$ cat src/core/dhp_pkg.sv
// Shared constants, state codes and helpers for the dual host port.
// Assumes a single clock domain and a register file outside the port.
package dhp_pkg;

   // ************************************************************
   // Addressing and command codes
   // ************************************************************
   localparam logic [5:0] I2C_ADDR_HI = 6'h35; // Upper six address bits
   localparam logic [7:0] SPI_WR_CMD  = 8'hD4; // Four-wire write command
   localparam logic [7:0] SPI_RD_CMD  = 8'hD5; // Four-wire read command
   localparam logic [7:0] LAST_SUB    = 8'h7F; // Highest register subaddress

   // ************************************************************
   // Reset values and counts
   // ************************************************************
   localparam logic [7:0] PTR_RST    = 8'h00; // Pointer after reset
   localparam logic       PIN_RST    = 1'h1;  // Idle level of every pin
   localparam logic [1:0] SW_EDGES   = 2'h3;  // Select rises that switch mode
   localparam logic [3:0] BIT_LAST   = 4'h7;  // Index of eighth bit
   localparam logic [3:0] BIT_ALL    = 4'h8;  // Bits per byte
   localparam logic [1:0] IDX_SUB    = 2'h1;  // Four-wire subaddress byte
   localparam logic [1:0] IDX_DATA   = 2'h2;  // Four-wire data bytes

   // Two-wire engine states
   typedef enum logic [2:0]
   {
      ST_IDLE  = 3'b000,
      ST_ADDR  = 3'b001,
      ST_SUB   = 3'b010,
      ST_WDATA = 3'b011,
      ST_ACK   = 3'b100,
      ST_RDATA = 3'b101,
      ST_RACK  = 3'b110
   } dhp_i2c_st_t;

   // Subaddress lies inside the register map
   function automatic logic sub_valid(input logic [7:0] s);
      return s <= LAST_SUB;
   endfunction

endpackage

$ cat src/core/dhp_sync.sv
// Two-flop synchroniser with edge detection for the serial pins.
// Assumes asynchronous pin inputs; edges are one-cycle pulses.
`timescale 1ns/1ps
module dhp_sync
#(
   parameter int W = 3
)
(
   input  wire logic         clk,
   input  wire logic         arst_n,
   input  wire logic [W-1:0] din,
   output logic      [W-1:0] sync,
   output logic      [W-1:0] rise,
   output logic      [W-1:0] fall
);
   logic [W-1:0] meta; // First stage, seen only by second
   logic [W-1:0] last; // Previous synchronised level

   // ************************************************************
   // Synchroniser chain
   // ************************************************************
   always_ff @(posedge clk or negedge arst_n)
   begin
      if (!arst_n)
      begin
         meta <= {W{dhp_pkg::PIN_RST}};
         sync <= {W{dhp_pkg::PIN_RST}};
         last <= {W{dhp_pkg::PIN_RST}};
      end
      else
      begin
         meta <= din;
         sync <= meta;
         last <= sync;
      end
   end

   // Edge pulses from settled stages only
   assign rise = sync & ~last;
   assign fall = ~sync & last;

endmodule

$ cat src/core/dhp_mode.sv
// Port mode latch: two-wire after reset, four-wire after three select rises.
// Assumes sel_rise is a synchronised one-cycle pulse.
`timescale 1ns/1ps
module dhp_mode
(
   input  wire logic clk,
   input  wire logic arst_n,
   input  wire logic sel_rise,
   output logic      spi_mode
);
   logic [1:0] edges; // Select rises seen so far

   // ************************************************************
   // Edge counter and sticky mode bit
   // ************************************************************
   // two-wire after reset
   always_ff @(posedge clk or negedge arst_n)
   begin
      if (!arst_n)
      begin
         edges    <= 2'h0;
         spi_mode <= 1'h0;
      end
      else if (!spi_mode && sel_rise)
      begin
         edges <= edges + 2'h1;
         if (edges == dhp_pkg::SW_EDGES - 2'h1)
         begin
            spi_mode <= 1'h1;
         end
      end
   end
endmodule

$ cat src/core/dhp_host_port.sv
// Dual two-wire / four-wire serial host port of the encoder.
// Assumes a 10 MHz CLK, pins from outside, register file on REG_* ports.
`timescale 1ns/1ps

module dhp_host_port
(
   input  wire logic       CLK,
   input  wire logic       ARST_N,
   input  wire logic       SCL_MOSI,
   input  wire logic       SDA_SCLK,
   output logic            SDA_O,
   output logic            SDA_OE_N,
   input  wire logic       ADDR_BIT_OR_SLAVE_SELECT,
   output logic            SHARED_LOCK_OR_MISO_PIN_O,
   output logic            SHARED_LOCK_OR_MISO_PIN_OE_N,
   output logic            SPI_MODE,
   output logic [7:0]      REG_WADDR,
   output logic [7:0]      REG_WDATA,
   output logic            REG_WE,
   output logic [7:0]      REG_RADDR,
   output logic            REG_RE,
   input  wire logic [7:0] REG_RDATA
);
   // ************************************************************
   // Pin synchronisers and mode latch
   // ************************************************************
   logic [2:0] pin_s;     // Settled pin levels
   logic [2:0] pin_r;     // Rising edge pulses
   logic [2:0] pin_f;     // Falling edge pulses
   logic       spi_mode;  // Four-wire mode active

   dhp_sync #(.W(3)) u_sync
   (
      .clk    (CLK),
      .arst_n (ARST_N),
      .din    ({SCL_MOSI, SDA_SCLK, ADDR_BIT_OR_SLAVE_SELECT}),
      .sync   (pin_s),
      .rise   (pin_r),
      .fall   (pin_f)
   );

   dhp_mode u_mode
   (
      .clk      (CLK),
      .arst_n   (ARST_N),
      .sel_rise (pin_r[0]),
      .spi_mode (spi_mode)
   );

   wire scl  = pin_s[2]; // Two-wire clock, also MOSI
   wire sda  = pin_s[1]; // Two-wire data level
   wire sel  = pin_s[0]; // Address bit or slave select

   // ************************************************************
   // Shared pointer and register strobes
   // ************************************************************
   logic [7:0] ptr;       // Subaddress pointer
   logic       ptr_over;  // Pointer ran past top
   wire        at_top = (ptr == dhp_pkg::LAST_SUB);

   dhp_pkg::dhp_i2c_st_t st;    // Two-wire state
   dhp_pkg::dhp_i2c_st_t after; // State after acknowledge
   logic [3:0] cnt;       // Bit counter
   logic [7:0] sh;        // Two-wire shifter
   logic       ack_go;    // Acknowledge this byte
   logic       ack_ph;    // Ninth clock in progress
   logic       rack_ok;   // Master acknowledged read byte
   logic       drv;       // Pull SDA low

   logic [2:0] s_cnt;     // Four-wire bit counter
   logic [7:0] s_sh;      // Four-wire input shifter
   logic [1:0] s_idx;     // Byte index in frame
   logic       s_wcmd;    // Write command received
   logic       s_rd;      // Read command received
   logic [2:0] s_ocnt;    // Output bit counter
   logic [7:0] s_osh;     // Output shifter
   logic       miso;      // MISO level

   // Two-wire bus conditions
   wire i2c_on  = !spi_mode;
   wire i_start = i2c_on && scl && pin_f[1];
   wire i_stop  = i2c_on && scl && pin_r[1];
   wire [7:0] i_byte = {sh[6:0], sda};
   wire i_done = i2c_on && pin_r[2] && !i_start && !i_stop && cnt == dhp_pkg::BIT_LAST
                 && (st == dhp_pkg::ST_ADDR || st == dhp_pkg::ST_SUB
                     || st == dhp_pkg::ST_WDATA);
   wire i_sub   = i_done && st == dhp_pkg::ST_SUB;
   wire i_wr    = i_done && st == dhp_pkg::ST_WDATA && !ptr_over;
   wire i_fetch = i2c_on && pin_f[2]
                  && ((st == dhp_pkg::ST_ACK && ack_ph && ack_go
                       && after == dhp_pkg::ST_RDATA)
                      || (st == dhp_pkg::ST_RACK && rack_ok));
   // address bit one from select pin
   wire match   = (i_byte[7:1] == {dhp_pkg::I2C_ADDR_HI, sel});

   // Four-wire frame conditions
   wire spi_act = spi_mode && !sel;
   wire [7:0] s_byte = {s_sh[6:0], pin_s[2]};
   wire s_done  = spi_act && pin_r[1] && s_cnt == 3'h7;
   wire s_sub   = s_done && s_idx == dhp_pkg::IDX_SUB && s_wcmd;
   wire s_wr    = s_done && s_idx == dhp_pkg::IDX_DATA && s_wcmd && !ptr_over;
   wire s_fetch = spi_act && pin_f[1] && s_rd && s_ocnt == 3'h0;

   wire       sub_ev   = i_sub || s_sub;
   wire [7:0] sub_byte = i_sub ? i_byte : s_byte;

   always_ff @(posedge CLK or negedge ARST_N)
   begin
      if (!ARST_N)
      begin
         ptr      <= dhp_pkg::PTR_RST;
         ptr_over <= 1'h0;
      end
      else if (sub_ev)
      begin
         ptr_over <= !dhp_pkg::sub_valid(sub_byte);
         if (dhp_pkg::sub_valid(sub_byte))
         begin
            ptr <= sub_byte;
         end
      end
      else if (i_wr || s_wr || i_fetch || s_fetch)
      begin
         if (at_top)
         begin
            ptr_over <= 1'h1;
         end
         else
         begin
            ptr <= ptr + 8'h01;
         end
      end
   end

   always_ff @(posedge CLK or negedge ARST_N)
   begin
      if (!ARST_N)
      begin
         REG_WE    <= 1'h0;
         REG_WADDR <= dhp_pkg::PTR_RST;
         REG_WDATA <= 8'h00;
      end
      else
      begin
         REG_WE <= i_wr || s_wr;
         if (i_wr || s_wr)
         begin
            REG_WADDR <= ptr;
            REG_WDATA <= i_wr ? i_byte : s_byte;
         end
      end
   end

   assign REG_RADDR = ptr;
   assign REG_RE    = i_fetch || s_fetch;

   // ************************************************************
   // Two-wire slave engine
   // ************************************************************
   always_ff @(posedge CLK or negedge ARST_N)
   begin
      if (!ARST_N)
      begin
         st      <= dhp_pkg::ST_IDLE;
         after   <= dhp_pkg::ST_IDLE;
         cnt     <= 4'h0;
         sh      <= 8'h00;
         ack_go  <= 1'h0;
         ack_ph  <= 1'h0;
         rack_ok <= 1'h0;
         drv     <= 1'h0;
      end
      else if (spi_mode)
      begin
         st  <= dhp_pkg::ST_IDLE;
         drv <= 1'h0;
      end
      else if (i_stop)
      begin
         st  <= dhp_pkg::ST_IDLE;
         drv <= 1'h0;
      end
      else if (i_start)
      begin
         st  <= dhp_pkg::ST_ADDR;
         cnt <= 4'h0;
         drv <= 1'h0;
      end
      else
      begin
         unique case (st)
            dhp_pkg::ST_IDLE:
               st <= dhp_pkg::ST_IDLE;
            dhp_pkg::ST_ADDR, dhp_pkg::ST_SUB, dhp_pkg::ST_WDATA:
               if (i_done)
               begin
                  cnt    <= 4'h0;
                  ack_ph <= 1'h0;
                  st     <= dhp_pkg::ST_ACK;
                  after  <= dhp_pkg::ST_WDATA;
                  if (st == dhp_pkg::ST_ADDR)
                  begin
                     // direction bit picks read or write
                     ack_go <= match;
                     after  <= i_byte[0] ? dhp_pkg::ST_RDATA : dhp_pkg::ST_SUB;
                     if (!match)
                     begin
                        st <= dhp_pkg::ST_IDLE;
                     end
                  end
                  else if (st == dhp_pkg::ST_SUB)
                  begin
                     ack_go <= dhp_pkg::sub_valid(i_byte);
                  end
                  else
                  begin
                     ack_go <= !ptr_over;
                  end
               end
               else if (pin_r[2])
               begin
                  sh  <= i_byte;
                  cnt <= cnt + 4'h1;
               end
            // pull SDA low through ninth clock
            dhp_pkg::ST_ACK:
               if (pin_f[2] && !ack_ph)
               begin
                  drv    <= ack_go;
                  ack_ph <= 1'h1;
               end
               else if (i_fetch)
               begin
                  st  <= dhp_pkg::ST_RDATA;
                  sh  <= REG_RDATA;
                  drv <= !REG_RDATA[7];
                  cnt <= 4'h1;
               end
               else if (pin_f[2])
               begin
                  drv <= 1'h0;
                  st  <= ack_go ? after : dhp_pkg::ST_IDLE;
               end
            dhp_pkg::ST_RDATA:
               if (pin_f[2] && cnt == dhp_pkg::BIT_ALL)
               begin
                  drv     <= 1'h0;
                  rack_ok <= 1'h0;
                  st      <= dhp_pkg::ST_RACK;
               end
               else if (pin_f[2])
               begin
                  drv <= !sh[3'(dhp_pkg::BIT_LAST - cnt)];
                  cnt <= cnt + 4'h1;
               end
            dhp_pkg::ST_RACK:
               if (pin_r[2])
               begin
                  rack_ok <= !sda;
                  if (sda)
                  begin
                     st <= dhp_pkg::ST_IDLE;
                  end
               end
               else if (i_fetch)
               begin
                  st  <= dhp_pkg::ST_RDATA;
                  sh  <= REG_RDATA;
                  drv <= !REG_RDATA[7];
                  cnt <= 4'h1;
               end
            default:
               st <= dhp_pkg::ST_IDLE;
         endcase
      end
   end

   assign SDA_O    = 1'h0;
   assign SDA_OE_N = !drv;

   // ************************************************************
   // Four-wire slave engine
   // ************************************************************
   // frame opens with select low
   always_ff @(posedge CLK or negedge ARST_N)
   begin
      if (!ARST_N)
      begin
         s_cnt  <= 3'h0;
         s_sh   <= 8'h00;
         s_idx  <= 2'h0;
         s_wcmd <= 1'h0;
         s_rd   <= 1'h0;
      end
      else if (!spi_act)
      begin
         s_cnt  <= 3'h0;
         s_idx  <= 2'h0;
         s_wcmd <= 1'h0;
         s_rd   <= 1'h0;
      end
      else if (pin_r[1])
      begin
         s_sh  <= s_byte;
         s_cnt <= s_cnt + 3'h1;
         if (s_done && s_idx == 2'h0)
         begin
            s_wcmd <= (s_byte == dhp_pkg::SPI_WR_CMD);
            s_rd   <= (s_byte == dhp_pkg::SPI_RD_CMD);
         end
         if (s_done && s_idx != dhp_pkg::IDX_DATA)
         begin
            s_idx <= s_idx + 2'h1;
         end
      end
   end

   always_ff @(posedge CLK or negedge ARST_N)
   begin
      if (!ARST_N)
      begin
         s_ocnt <= 3'h0;
         s_osh  <= 8'h00;
         miso   <= 1'h0;
      end
      else if (!spi_act || !s_rd)
      begin
         s_ocnt <= 3'h0;
      end
      else if (s_fetch)
      begin
         miso   <= REG_RDATA[7];
         s_osh  <= {REG_RDATA[6:0], 1'h0};
         s_ocnt <= 3'h1;
      end
      else if (pin_f[1])
      begin
         miso   <= s_osh[7];
         s_osh  <= {s_osh[6:0], 1'h0};
         s_ocnt <= s_ocnt + 3'h1;
      end
   end

   assign SHARED_LOCK_OR_MISO_PIN_O    = miso;
   assign SHARED_LOCK_OR_MISO_PIN_OE_N = !spi_act;
   assign SPI_MODE                     = spi_mode;
endmodule

$ cat config.mk
export PLATFORM = sky130hd
export DESIGN_NAME = dhp_host_port
export DESIGN_NICKNAME = d
export VERILOG_FILES = /design/src/core/dhp_pkg.sv /design/src/core/dhp_sync.sv /design/src/core/dhp_mode.sv /design/src/core/dhp_host_port.sv
export SDC_FILE = /design/constraint.sdc
export NUM_CORES = 1
export LEC_CHECK = 0
export BUFFER_PORTS_ARGS = -buffer_cell sky130_fd_sc_hd__buf_2
export CAP_MARGIN = 20
export CORE_MARGIN = 2
export CORE_UTILIZATION = 30
export CTS_BUF_LIST = sky130_fd_sc_hd__clkbuf_2 sky130_fd_sc_hd__clkbuf_4 sky130_fd_sc_hd__clkbuf_8
export DETAILED_ROUTE_END_ITERATION = 7
export PLACE_DENSITY = 0.5
export REMOVE_ABC_BUFFERS = 1
export SLEW_MARGIN = 5
export SYNTH_ARGS = -nofsm -noshare
export SYNTH_HDL_FRONTEND = slang
export SYNTH_SLANG_ARGS = --single-unit
$ cat constraint.sdc
create_clock -name CLK -period 4.35 [get_ports CLK]
set_input_delay 0.435 -clock CLK [delete_from_list [all_inputs] [get_ports CLK]]
set_output_delay 0.435 -clock CLK [all_outputs]
set_load 0.005 [all_outputs]
==> qor.yml, run 1 <==
power:
  ir_drop_mv: 0.210
  powerDensity_nw_per_um2: 344
  power_leakage_nw: 2.34
floorplan:
  fp.dieH_um: 127
  core_area_um2: 14600
  num_io_pins: 44
  initial_core_util_pct: 30.9
  row_count: 44
  dieArea_um2: 16100
  dieWidth_um: 127
worst_setup_path:
  slowest_stage: "dfrtp_1"
  criticalPathCategory: "flip-flop to primary output"
  cp.arrival_ps: 2440
  critical_path_required_ps: 3910
  worstPathCellList: "and2b_1 -> nand3_1 -> or2_1 -> nand2_1 -> buf_2"
  crit_fanout: 17
  ff2ff_path_depth: 6
  crit_path_end_kind: "primary output"
  cp-start-kind: "flip-flop"
  max_stage_delay_ps: 620
timing:
  max_clock_freq_mhz: 348
  max_slew_margin_pct: 54.2
  hold_viol: 0
  min_period_over_period_pct: 66.1
  rsz0062_at_grt: "no"
  setup_viol: 0
  min_period_ps: 2880
  slew_violations: 0
  fin_ws_ps: 1470
  hold_slack_ps: 66.9
  fin_skew_ps: 13.7
  fin_tns_setup_ps: 0
  tightest_slew_ps: 681
global_routing:
  grt.busiest_layer: "met2"
  grt_start_max_net_pins: 48
  grtUsageMet3_pct: 3.25
  use_met1_pct: 20.6
  grtUsageMet2_pct: 23.1
  grt-ovfl-total: 0
  grt_usage_pct: 15.0
  antenna_found_initial: 0
  grt_pass1_wl_um: 18800
  first_global_vias: 3563
yosys:
  synthArstFlopShare_pct: 100
  syn_avg_cell_area_um2: 10.0
  synth_top_area_share_pct: 42.0
  syn_inst: 452
  syn-cell-area_um2: 4530
  synth_ff_type: "dfrtp_1"
  synth_top_area_cell: "dfrtp_1"
  yosysUniqueCellTypes: 68
  synth_edf_count: 0
  yosys_register_bits: 85
  synth_seq_area_share_pct: 47.2
  yosysWarningCount: 0
  synth_area_leaders: "dfrtp_1 42%, dfstp_2 5.2%, nand2_1 4.7%"
drt:
  via_count: 3557
  wirelength_um: 11600
  wl_per_cell_um: 17.2
  drt_iter0_drc: 273
  vias_per_cell: 5.27
  first_pass_iters: 5
  postRouteAntennaNets: 0
  drc: 0
outcome:
  status: "finished clean"
cells_and_area:
  num-fill-cells: 1505
  final_nets: 510
  drive_above_1_share_pct: 21.6
  diodes: 0
  areaGrowthSynthToFinish_pct: 12.5
  multi_input_area_um2: 2200
  regArea_um2: 2140
clocking:
  cts_resized: 0
  root_buffer: "clkbuf_8"
  postCtsSetupBuffers: 0
  clockBufferDepth: 2
  clk_pin_slew_ps: 90
  cts_tree: "yes"
  htree_levels: 3
  cts_sinks: 85
  clk-insertion-delay-late_ps: 380
  hold_buffers: 0
  cts_buffers: 9
place:
  gp_congestion: 0.863
  port_buffers: 42
  preCtsSetupSlack_ps: 1510
  hpwl_um: 8350
min_path:
  hp-class: "primary input to async pin"
flow_run:
  timing.max_cap.violations: 0
power breakdown:
group	switching (W)	internal, W
combinational	0.000104	0.0000920
sequential	0.000104	0.000851
clock	0.000300	0.000298
total	0.000509	0.00124
worst max-delay path: cells and delay by family, from the launching register on:
family        cells  cell delay, ps
simple gates      4            1310
buf+inv           1             120
flops             1             620
metrics by stage:
step / power, W / instances / cell area (um^2) / util, %
floorplan: 0.00107 / 430 / 4420 / -
global placement: 0.00116 / 658 / 4880 / 33.3
detailed placement: 0.00117 / 658 / 4880 / 33.3
CTS: 0.00178 / 674 / 5090 / 34.7
global route: 0.00185 / 675 / 5090 / 34.8
finish: 0.00175 / 675 / 5090 / 34.8
layer usage:
layer  up-vias  share of wire [%]  wire length, um
li1       1688                  -                -
met1      1753                 47             5490
met2       105                 46             5350
met3        11                5.2              604
met4         0                1.6              187
met5         -                  0                0
layout make-up:
class,instances,area share (%)
multi-input combinational,324,43.2
sequential,85,42.0
timing repair buffer,45,4.62
tap,184,4.52
clock buffer,11,2.97
inverter,21,1.55
clock inverter,5,1.13
cell usage in the layout, fill, tap and decap left out, types with 3 or more instances in the layout:
| master | instances |
|---|---|
| nand4_1 | 7 |
| nor4bb_1 | 3 |
| xor2_1 | 3 |
| and3b_1 | 4 |
| o21ai_0 | 23 |
| o221ai_1 | 3 |
| o31ai_1 | 4 |
| dfrtp_1 | 76 |
| a31oi_1 | 5 |
| buf_4 | 4 |
| nor2_1 | 33 |
| nand2_1 | 57 |
| and4_1 | 3 |
| nand2b_1 | 4 |
| a21oi_1 | 30 |
| nand3_1 | 13 |
| a22oi_1 | 10 |
| a32o_1 | 3 |
| buf_2 | 41 |
| nor2b_1 | 5 |
| dfstp_2 | 9 |
| inv_1 | 21 |
| nor3_1 | 6 |
| clkbuf_8 | 11 |
| ha_1 | 11 |
| xnor2_1 | 6 |
| o22ai_1 | 3 |
| mux2_4 | 5 |
| mux2i_1 | 17 |
| mux2_2 | 16 |
final timing paths:
path	start	end	slack (ps)
max	u_mode.spi_mode$_DFFE_PN0P_	REG_RE	1470
min in group CLK	ADDR_BIT_OR_SLAVE_SELECT	u_sync.meta[0]$_DFF_PN1_	160
max reg2reg	u_sync.last[1]$_DFF_PN1_	REG_RADDR[0]$_DFFE_PN0P_	1490
min	ARST_N	REG_WE$_DFF_PN0_	70
max in group asynchronous	ARST_N	u_sync.meta[0]$_DFF_PN1_	3310
min reg2reg	u_sync.meta[2]$_DFF_PN1_	u_sync.sync[2]$_DFF_PN1_	340
sequential cells by signal (all words and copies together) (netlist names), 2 cells and up:
| signal | flops |
|---|---|
| REG_RADDR | 8 |
| REG_WADDR | 8 |
| REG_WDATA | 8 |
| after | 3 |
| cnt | 4 |
| s_cnt | 3 |
| s_idx | 2 |
| s_ocnt | 3 |
| s_osh | 7 |
| s_sh | 7 |
| sh | 8 |
| st | 3 |
| u_mode.edges | 2 |
| u_sync.last | 3 |
| u_sync.meta | 3 |
| u_sync.sync | 3 |
logic make-up (layout without fill, tap and decap cells):
family	after synthesis	after routing	synth area share, %
buffers and inverters	43	82	4.17
multiplexers	40	40	10.4
adder cells (fa/ha/maj)	11	11	3.04
AND/OR/NAND/NOR	159	159	18.5
XOR/XNOR	9	9	1.74
other	1	1	0.0828
AO/OA/AOI/OAI	104	104	14.9
flip-flops	85	85	47.2
Yosys cell counts (9+ instances only):
library cell  number
ha_1              11
a21oi_1           30
o21ai_0           23
dfrtp_1           76
mux2i_1           17
mux2_2            16
inv_1             21
a22oi_1           10
nand2_1           57
nand3_1           13
dfstp_2            9
nor2_1            33
Note: power is estimated with default switching activity, not from simulation.
==> run 2, diff against run 1 <==
--- a/config.mk
+++ b/config.mk
@@ -5,13 +5,14 @@
 export SDC_FILE = /design/constraint.sdc
 export NUM_CORES = 1
 export LEC_CHECK = 0
+export ABC_AREA = 1
 export BUFFER_PORTS_ARGS = -buffer_cell sky130_fd_sc_hd__buf_2
 export CAP_MARGIN = 20
 export CORE_MARGIN = 2
 export CORE_UTILIZATION = 30
 export CTS_BUF_LIST = sky130_fd_sc_hd__clkbuf_2 sky130_fd_sc_hd__clkbuf_4 sky130_fd_sc_hd__clkbuf_8
 export DETAILED_ROUTE_END_ITERATION = 7
-export PLACE_DENSITY = 0.5
+export PLACE_DENSITY = 0.52
 export REMOVE_ABC_BUFFERS = 1
 export SLEW_MARGIN = 5
 export SYNTH_ARGS = -nofsm -noshare
==> constraint.sdc (replaced) <==
create_clock -name CLK -period 2.5 [get_ports CLK]
set_input_delay 0.25 -clock CLK [delete_from_list [all_inputs] [get_ports CLK]]
set_output_delay 0.25 -clock CLK [all_outputs]
set_load 0.005 [all_outputs]
==> run 2 against run 1 <==
Critical path depth increased by 2. Wire length is 7.2% higher. Clock power grew 52%. Non-clock buffer count is 8 higher. Area after synthesis rose by 2.5%. Total power grew 78%. Clock skew fell by 1.4 ps. Worst hold slack improved by 110 ps. Sequential share of layout area decreased by 1.7 points. Global-route usage grew 1.0 points.
==> qor.yml, run 2 <==
cells_and_area:
  num-fill-cells: 1591  # +5.7%
  diodes: 0  # unchanged
  final_cell_mix: "136 x nand2_1, 76 x dfrtp_1, 59 x inv_1, 58 x nand3_1, 47 x o21ai_0"
  final_cell_count_no_fill: 813  # +20%
  fin_area_um2: 5310  # +4.3%
  areaGrowthSynthToFinish_pct: 14.5
  mostFrequentLayoutCell: "nand2_1"
  drive_above_1_share_pct: 20.3  # -1.3 points
  fin_util_pct: 35.1  # +0.30 points
  final_nets: 644  # +26%
timing:
  rsz0062_at_grt: "no"
  hold_slack_ps: 178  # +111 ps
  fin_skew_ps: 12.3  # -1.38 ps
  slew_violations: 0  # unchanged
  setup_viol: 0  # unchanged
  fin_tns_setup_ps: 0  # unchanged
  min_period_over_period_pct: 86.0
  max_clock_freq_mhz: 465
  hold_viol: 0  # unchanged
  min_period_ps: 2150
floorplan:
  dieWidth_um: 128  # +1.2%
  core_area_um2: 15100  # +3.4%
  row_count: 45  # +2.3%
  initial_core_util_pct: 30.6  # -0.29 points
  dieArea_um2: 16500  # +2.4%
  fp.dieH_um: 128  # +1.2%
  num_io_pins: 44  # unchanged
place:
  port_buffers: 42  # unchanged
  dpl-instance-area_um2: 5100  # +4.5%
  gp_congestion: 0.946  # +9.6%
  dp_cells: 793  # +21%
  hpwl_um: 9490  # +14%
global_routing:
  grt_usage_pct: 16.0  # +1.0 points
  antenna_found_initial: 0  # unchanged
  first_global_vias: 3895  # +9.3%
  grt-ovfl-total: 0  # unchanged
  grt_start_max_net_pins: 54  # +13%
  grt_pass1_wl_um: 20300  # +8.3%
power:
  powerDensity_nw_per_um2: 585  # +70%
  power_leakage_nw: 2.66  # +14%
  ir_drop_mv: 0.357  # +70%
worst_setup_path:
  critical_path_required_ps: 2250  # -1660 ps
  rrSetupSlack_ps: 470  # -1020 ps
  ff2ff_path_depth: 11  # +5
  max_stage_delay_ps: 390  # -230 ps
  crit_fanout: 10  # -7
  rr_startpoint: "u_sync.sync[1]$_DFF_PN1_"
  slowest_stage: "dfrtp_1"
  cp-start-kind: "flip-flop"
  r2r-end: "REG_RADDR[0]$_DFFE_PN0P_"
  criticalPathCategory: "flip-flop to primary output"
  crit_path_end_kind: "primary output"
  worstPathCellList: "inv_2 -> nor2_4 -> nand2_2 -> nor2_4 -> nand2_2 -> nand2_1 -> buf_2"
  path_buf_inv: 2  # +1
  cp.arrival_ps: 1900  # -540 ps
  critPathTopFamily: "simple AND/OR/NAND/NOR gates"
clocking:
  cts_sinks: 85  # unchanged
  cts_buffers: 9  # unchanged
  htree_levels: 3  # unchanged
  clk-insertion-delay-late_ps: 370  # about the same
  clk_pin_slew_ps: 90  # about the same
  cts_tree: "yes"
  clockBufferDepth: 2  # unchanged
  root_buffer: "clkbuf_8"
  postCtsSetupBuffers: 0  # unchanged
yosys:
  ys_top_cells_by_count: "136 x nand2_1, 76 x dfrtp_1, 59 x inv_1"
  synth_ff_type: "dfrtp_1"
  synth_area_leaders: "dfrtp_1 41%, nand2_1 11%, nand3_1 6.3%"
  yosysUniqueCellTypes: 46  # -32%
  synth-compound-area-share_pct: 13.5  # -1.3 points
  muxShareOfSynthArea_pct: 0  # -10 points
  synth_seq_area_share_pct: 46.1  # -1.1 points
  synth_top_area_share_pct: 41.0  # -1.0 points
  yosys_register_bits: 85  # unchanged
  yosys.area_share.adder_pct: 2.97  # -0.073 points
  yosysWarningCount: 0  # unchanged
  synth_most_common_cell: "nand2_1"
  synth_edf_count: 0  # unchanged
  synthArstFlopShare_pct: 100  # unchanged
  synth_top_area_cell: "dfrtp_1"
  synthXorXnorAreaFrac_pct: 1.13  # -0.61 points
  syn_avg_cell_area_um2: 8.18  # -18%
  synth-simple-area-share_pct: 29.4  # +11 points
  syn-cell-area_um2: 4640  # +2.5%
  synth_top_family_by_area: "simple AND/OR/NAND/NOR gates"
  syn_inst: 567  # +25%
outcome:
  status: "finished clean"
drt:
  drc: 0  # unchanged
  postRouteAntennaNets: 0  # unchanged
  first_pass_iters: 5  # unchanged
  vias_per_cell: 4.94  # -6.3%
  drt_iter0_drc: 254  # -7.0%
  wirelength_um: 12500  # +7.2%
  wl_per_cell_um: 15.3  # -11%
  via_count: 4013  # +13%
min_path:
  hp-class: "primary input to flip-flop"
  holdPathEnd: "s_osh[4]$_DFFE_PN0P_"
  holdPathStages: 3
  hp-start: "REG_RDATA[3]"
flow_run:
  timing.max_cap.violations: 0  # unchanged
## run 2: cell types whose count changed in the layout (fill, tap and decap cells not counted), sizes merged, moves of 10 or more
cell,previous run,this run
nor2,34,51
a22oi,10,0
mux2i,17,0
mux2,21,0
nand2,57,152
o21ai,23,55
nand3,13,60
inv,22,69
## run 2: final cells by class
class                      count  area (um^2)  share of cell area [%]
clock inverter                 5         32.5                   0.612
sequential                    85         2140                    40.2
timing repair buffer          53          318                    5.98
inverter                      69          260                    4.90
clock buffer                  11          145                    2.73
multi-input combinational    402         2180                    41.1
tap                          188          235                    4.43
## run 2: how the worst max path moves through the flow
stage                                           start                       end  slack (ps)  depth (start not counted)
after floorplan                    cnt[0]$_DFFE_PN0P_      ptr_over$_DFFE_PN0P_         190                         10
after global placement       u_sync.sync[1]$_DFF_PN1_  REG_RADDR[6]$_DFFE_PN0P_         550                         11
after detailed placement     u_sync.sync[1]$_DFF_PN1_  REG_RADDR[0]$_DFFE_PN0P_         480                         11
after CTS                 u_mode.spi_mode$_DFFE_PN0P_                    REG_RE         300                          7
after global routing      u_mode.spi_mode$_DFFE_PN0P_                    REG_RE         170                          7
final                     u_mode.spi_mode$_DFFE_PN0P_                    REG_RE         350                          7
## run 2: cell families after synthesis
group,after synthesis
buffers and inverters,80
AO/OA/AOI/OAI,102
adder cells (fa/ha/maj),11
flip-flops,85
AND/OR/NAND/NOR,282
XOR/XNOR,6
other,1
## run 2: report_power, final
part           internal, W  switching [W]
Combinational     0.000193       0.000374
Sequential         0.00151       0.000128
Clock             0.000402       0.000509
Total              0.00210        0.00101
## run 2: repair_timing
item | in CTS | in global routing
endpoints found under the setup margin | 0 | 0
resized for setup | 0 | 0
hold endpoints to repair | 35 | 0
hold buffers | 4 | 0
## run 2: metal layers
metal	GRT usage [%]	wire length, um
met1	21.2	5850
met3	3.66	498
met2	25.6	5790
met4	6.08	320
met5	0	0
## run 2: through the flow
| step | total power, W | setup slack, ps |
|---|---|---|
| 5_1_grt | 0.00331 | 166 |
| 4_1_cts | 0.00316 | 303 |
| 3_5_place_dp | 0.00222 | 480 |
| 2_1_floorplan | 0.00201 | 188 |
| 6_report | 0.00311 | 350 |
| 3_3_place_gp | 0.00222 | 554 |
## run 2: worst reg2reg max path: stages, from the launching register on
cell and delay, ps:
dfstp_2 600, inv_2 120, nor2_4 160, nand2_4 140, nor2_4 140, nand3_1 160, nand2_1 130, nor2_1 70
nand2_2 180, nand2_4 100, nand2_1 80, nand2_1 50
==> run 3, diff against run 2 <==
--- a/config.mk
+++ b/config.mk
@@ -12,6 +12,7 @@
 export CORE_UTILIZATION = 30
 export CTS_BUF_LIST = sky130_fd_sc_hd__clkbuf_2 sky130_fd_sc_hd__clkbuf_4 sky130_fd_sc_hd__clkbuf_8
 export DETAILED_ROUTE_END_ITERATION = 7
+export GPL_TIMING_DRIVEN = 0
 export PLACE_DENSITY = 0.52
 export REMOVE_ABC_BUFFERS = 1
 export SLEW_MARGIN = 5
==> run 3 against run 2 <==
Critical path depth rose by 4. Clock skew down 1.7 ps. Combinational power down 2%. Sequential power about the same. First-iteration DRC count rose by 34%. Utilization increased by 0.14 points. Flip-flop and latch count is the same. Total power increased by 0.83%.
==> qor.yml, run 3 (synthesis gave the netlist of run 2 again) <==
cells_and_area:
  fin_area_um2: 5340  # +0.40%
  areaGrowthSynthToFinish_pct: 15.0
  num-fill-cells: 1589  # -0.13%
  diodes: 0  # unchanged
  mostFrequentLayoutCell: "nand2_1"
  final_cell_count_no_fill: 812  # -0.12%
  final_nets: 643  # -0.16%
  fin_util_pct: 35.2  # +0.14 points
  drive_above_1_share_pct: 20.4  # +0.033 points
  final_cell_mix: "135 x nand2_1, 76 x dfrtp_1, 59 x inv_1, 57 x nand3_1, 47 x o21ai_0"
worst_setup_path:
  critical_path_required_ps: 2760  # +510 ps
  cp.arrival_ps: 2540  # +640 ps
  path_buf_inv: 1  # -1
  slowest_stage: "dfstp_2"
  crit_start: "u_sync.sync[1]$_DFF_PN1_"
  cp-start-kind: "flip-flop"
  critPathTopFamily: "simple AND/OR/NAND/NOR gates"
  crit_path_end_kind: "flip-flop"
  criticalPathCategory: "flip-flop to flip-flop"
  crit_path_frequent_cell: "nand2_1"
  crit_fanout: 17  # +7
  max_stage_delay_ps: 620  # +230 ps
  worstPathCellList: "inv_2 -> nor2_4 -> nand2_4 -> nor2_4 -> nand3_1 -> nand2_1 -> nor2_1 -> nand2_2 -> nand2_4 -> nand2_1 -> nand2_1"
  rr_startpoint: "u_sync.sync[1]$_DFF_PN1_"
power:
  internal_power_w: 0.00214  # +1.7%
  ir_drop_mv: 0.310  # -13%
  power_leakage_nw: 2.65  # -0.15%
  p_sw_w: 0.00100  # -1.0%
  seqPwrFrac_pct: 52.1  # -0.4 points
  clkPwrFrac_pct: 30.2  # +0.9 points
  powerDensity_nw_per_um2: 588  # +0.43%
  sw_frac_of_total_pct: 31.9  # -0.60 points
  combPwrFrac_pct: 17.8  # -0.4 points
floorplan:
  fp.dieH_um: 128  # unchanged
  dieArea_um2: 16500  # unchanged
  core_area_um2: 15100  # unchanged
  row_count: 45  # unchanged
  initial_core_util_pct: 30.6  # unchanged
  num_io_pins: 44  # unchanged
  dieWidth_um: 128  # unchanged
timing:
  tightest_slew_ps: 555
  rsz0062_at_grt: "no"
  min_period_ps: 2280  # +125 ps
  max_slew_margin_pct: 62.9
  min_period_over_period_pct: 91.0  # +5.0 points
  max_clock_freq_mhz: 439  # -5.5%
  hold_viol: 0  # unchanged
  slew_violations: 0  # unchanged
  setup_viol: 0  # unchanged
  fin_ws_ps: 224  # -125 ps
  fin_skew_ps: 10.6  # -1.74 ps
global_routing:
  grt-ovfl-total: 0  # unchanged
  first_global_vias: 3927  # +0.82%
  grt_start_max_net_pins: 57  # +5.6%
  antenna_found_initial: 0  # unchanged
  grt_usage_pct: 16.0  # -0.031 points
  grt_pass1_wl_um: 20500  # +0.75%
clocking:
  cts_sinks: 85  # unchanged
  clk-insertion-delay-late_ps: 370  # about the same
  clk_pin_slew_ps: 90  # about the same
  cts_buffers: 9  # unchanged
  cts_tree: "yes"
  clockBufferDepth: 2  # unchanged
  htree_levels: 3  # unchanged
  root_buffer: "clkbuf_8"
place:
  dpl-instance-area_um2: 5060  # -0.74%
  port_buffers: 42  # unchanged
  hpwl_um: 8850  # -6.8%
  preCtsSetupSlack_ps: -586  # -1070 ps
  gp_congestion: 0.905  # -4.3%
  dp_cells: 787  # -0.76%
drt:
  first_pass_iters: 4  # -1
  postRouteAntennaNets: 0  # unchanged
  vias_per_cell: 4.92  # -0.43%
  drc: 0  # unchanged
  wl_per_cell_um: 15.1  # -1.6%
  via_count: 3991  # -0.55%
  wirelength_um: 12200  # -1.7%
  drt_iter0_drc: 341  # +34%
outcome:
  status: "finished clean"
min_path:
  hp-start: "REG_RDATA[1]"
  hp-class: "primary input to flip-flop"
flow_run:
  timing.max_cap.violations: 0  # unchanged
[run 3: stage by stage]
step	setup TNS, ps	hold slack, ps	total power (W)
2_1_floorplan	0	-45.6	0.00201
4_1_cts	0	154	0.00319
3_3_place_gp	-7470	346	0.00219
3_5_place_dp	-7440	227	0.00221
5_1_grt	0	157	0.00335
6_report	0	173	0.00314
[run 3: per-layer routing]
layer | vias up | GRT usage [%] | share of wire (%)
met5 | - | 0 | 0
met4 | 0 | 4.59 | 2.2
met3 | 21 | 4.62 | 5.5
met2 | 94 | 25.3 | 46
met1 | 1895 | 21.4 | 46
li1 | 1981 | - | -
[run 3: final cells by class]
type | count | area, um^2 | share of cell area (%)
clock inverters | 3 | 18.8 | 0.352
well taps | 188 | 235 | 4.41
inverters | 69 | 260 | 4.88
clock buffers | 13 | 166 | 3.12
multi-input cells | 403 | 2210 | 41.3
repair buffers | 51 | 310 | 5.82
flip-flops and latches | 85 | 2140 | 40.1
[run 3: path summary, 6_finish.rpt]
check,to,slack (ps),cells past startpoint
setup / recovery,REG_RADDR[4]$_DFFE_PN0P_,220,11
max in group asynchronous,u_sync.sync[1]$_DFF_PN1_,1450,3
hold reg to reg,u_sync.sync[0]$_DFF_PN1_,360,0
min in group asynchronous,REG_WDATA[0]$_DFFE_PN0P_,360,2
setup reg to reg,REG_RADDR[4]$_DFFE_PN0P_,220,11
hold / removal,s_osh[2]$_DFFE_PN0P_,170,3
[run 3: repair_timing]
item                                    4_1_cts  5_1_grt
setup buffers                                 4        0
gates resized for setup                       3        0
endpoints found under the setup margin       26        0
hold buffers                                  4        0
hold endpoints to repair                     27        0
[run 3: power by group through the flow]
| stage | logic, W | registers (W) | clock network [W] |
|---|---|---|---|
| floorplan | 0.000389 | 0.00162 | 0 |
| global placement | 0.000534 | 0.00166 | 0 |
| detailed placement | 0.000549 | 0.00166 | 0 |
| CTS | 0.000564 | 0.00163 | 0.000993 |
| global route | 0.000640 | 0.00166 | 0.00105 |
| finish | 0.000557 | 0.00163 | 0.000947 |
[run 3: worst min-delay path, stage by stage]
cell and delay, ps:
buf_2 110, nor2_1 50, o22ai_1 90
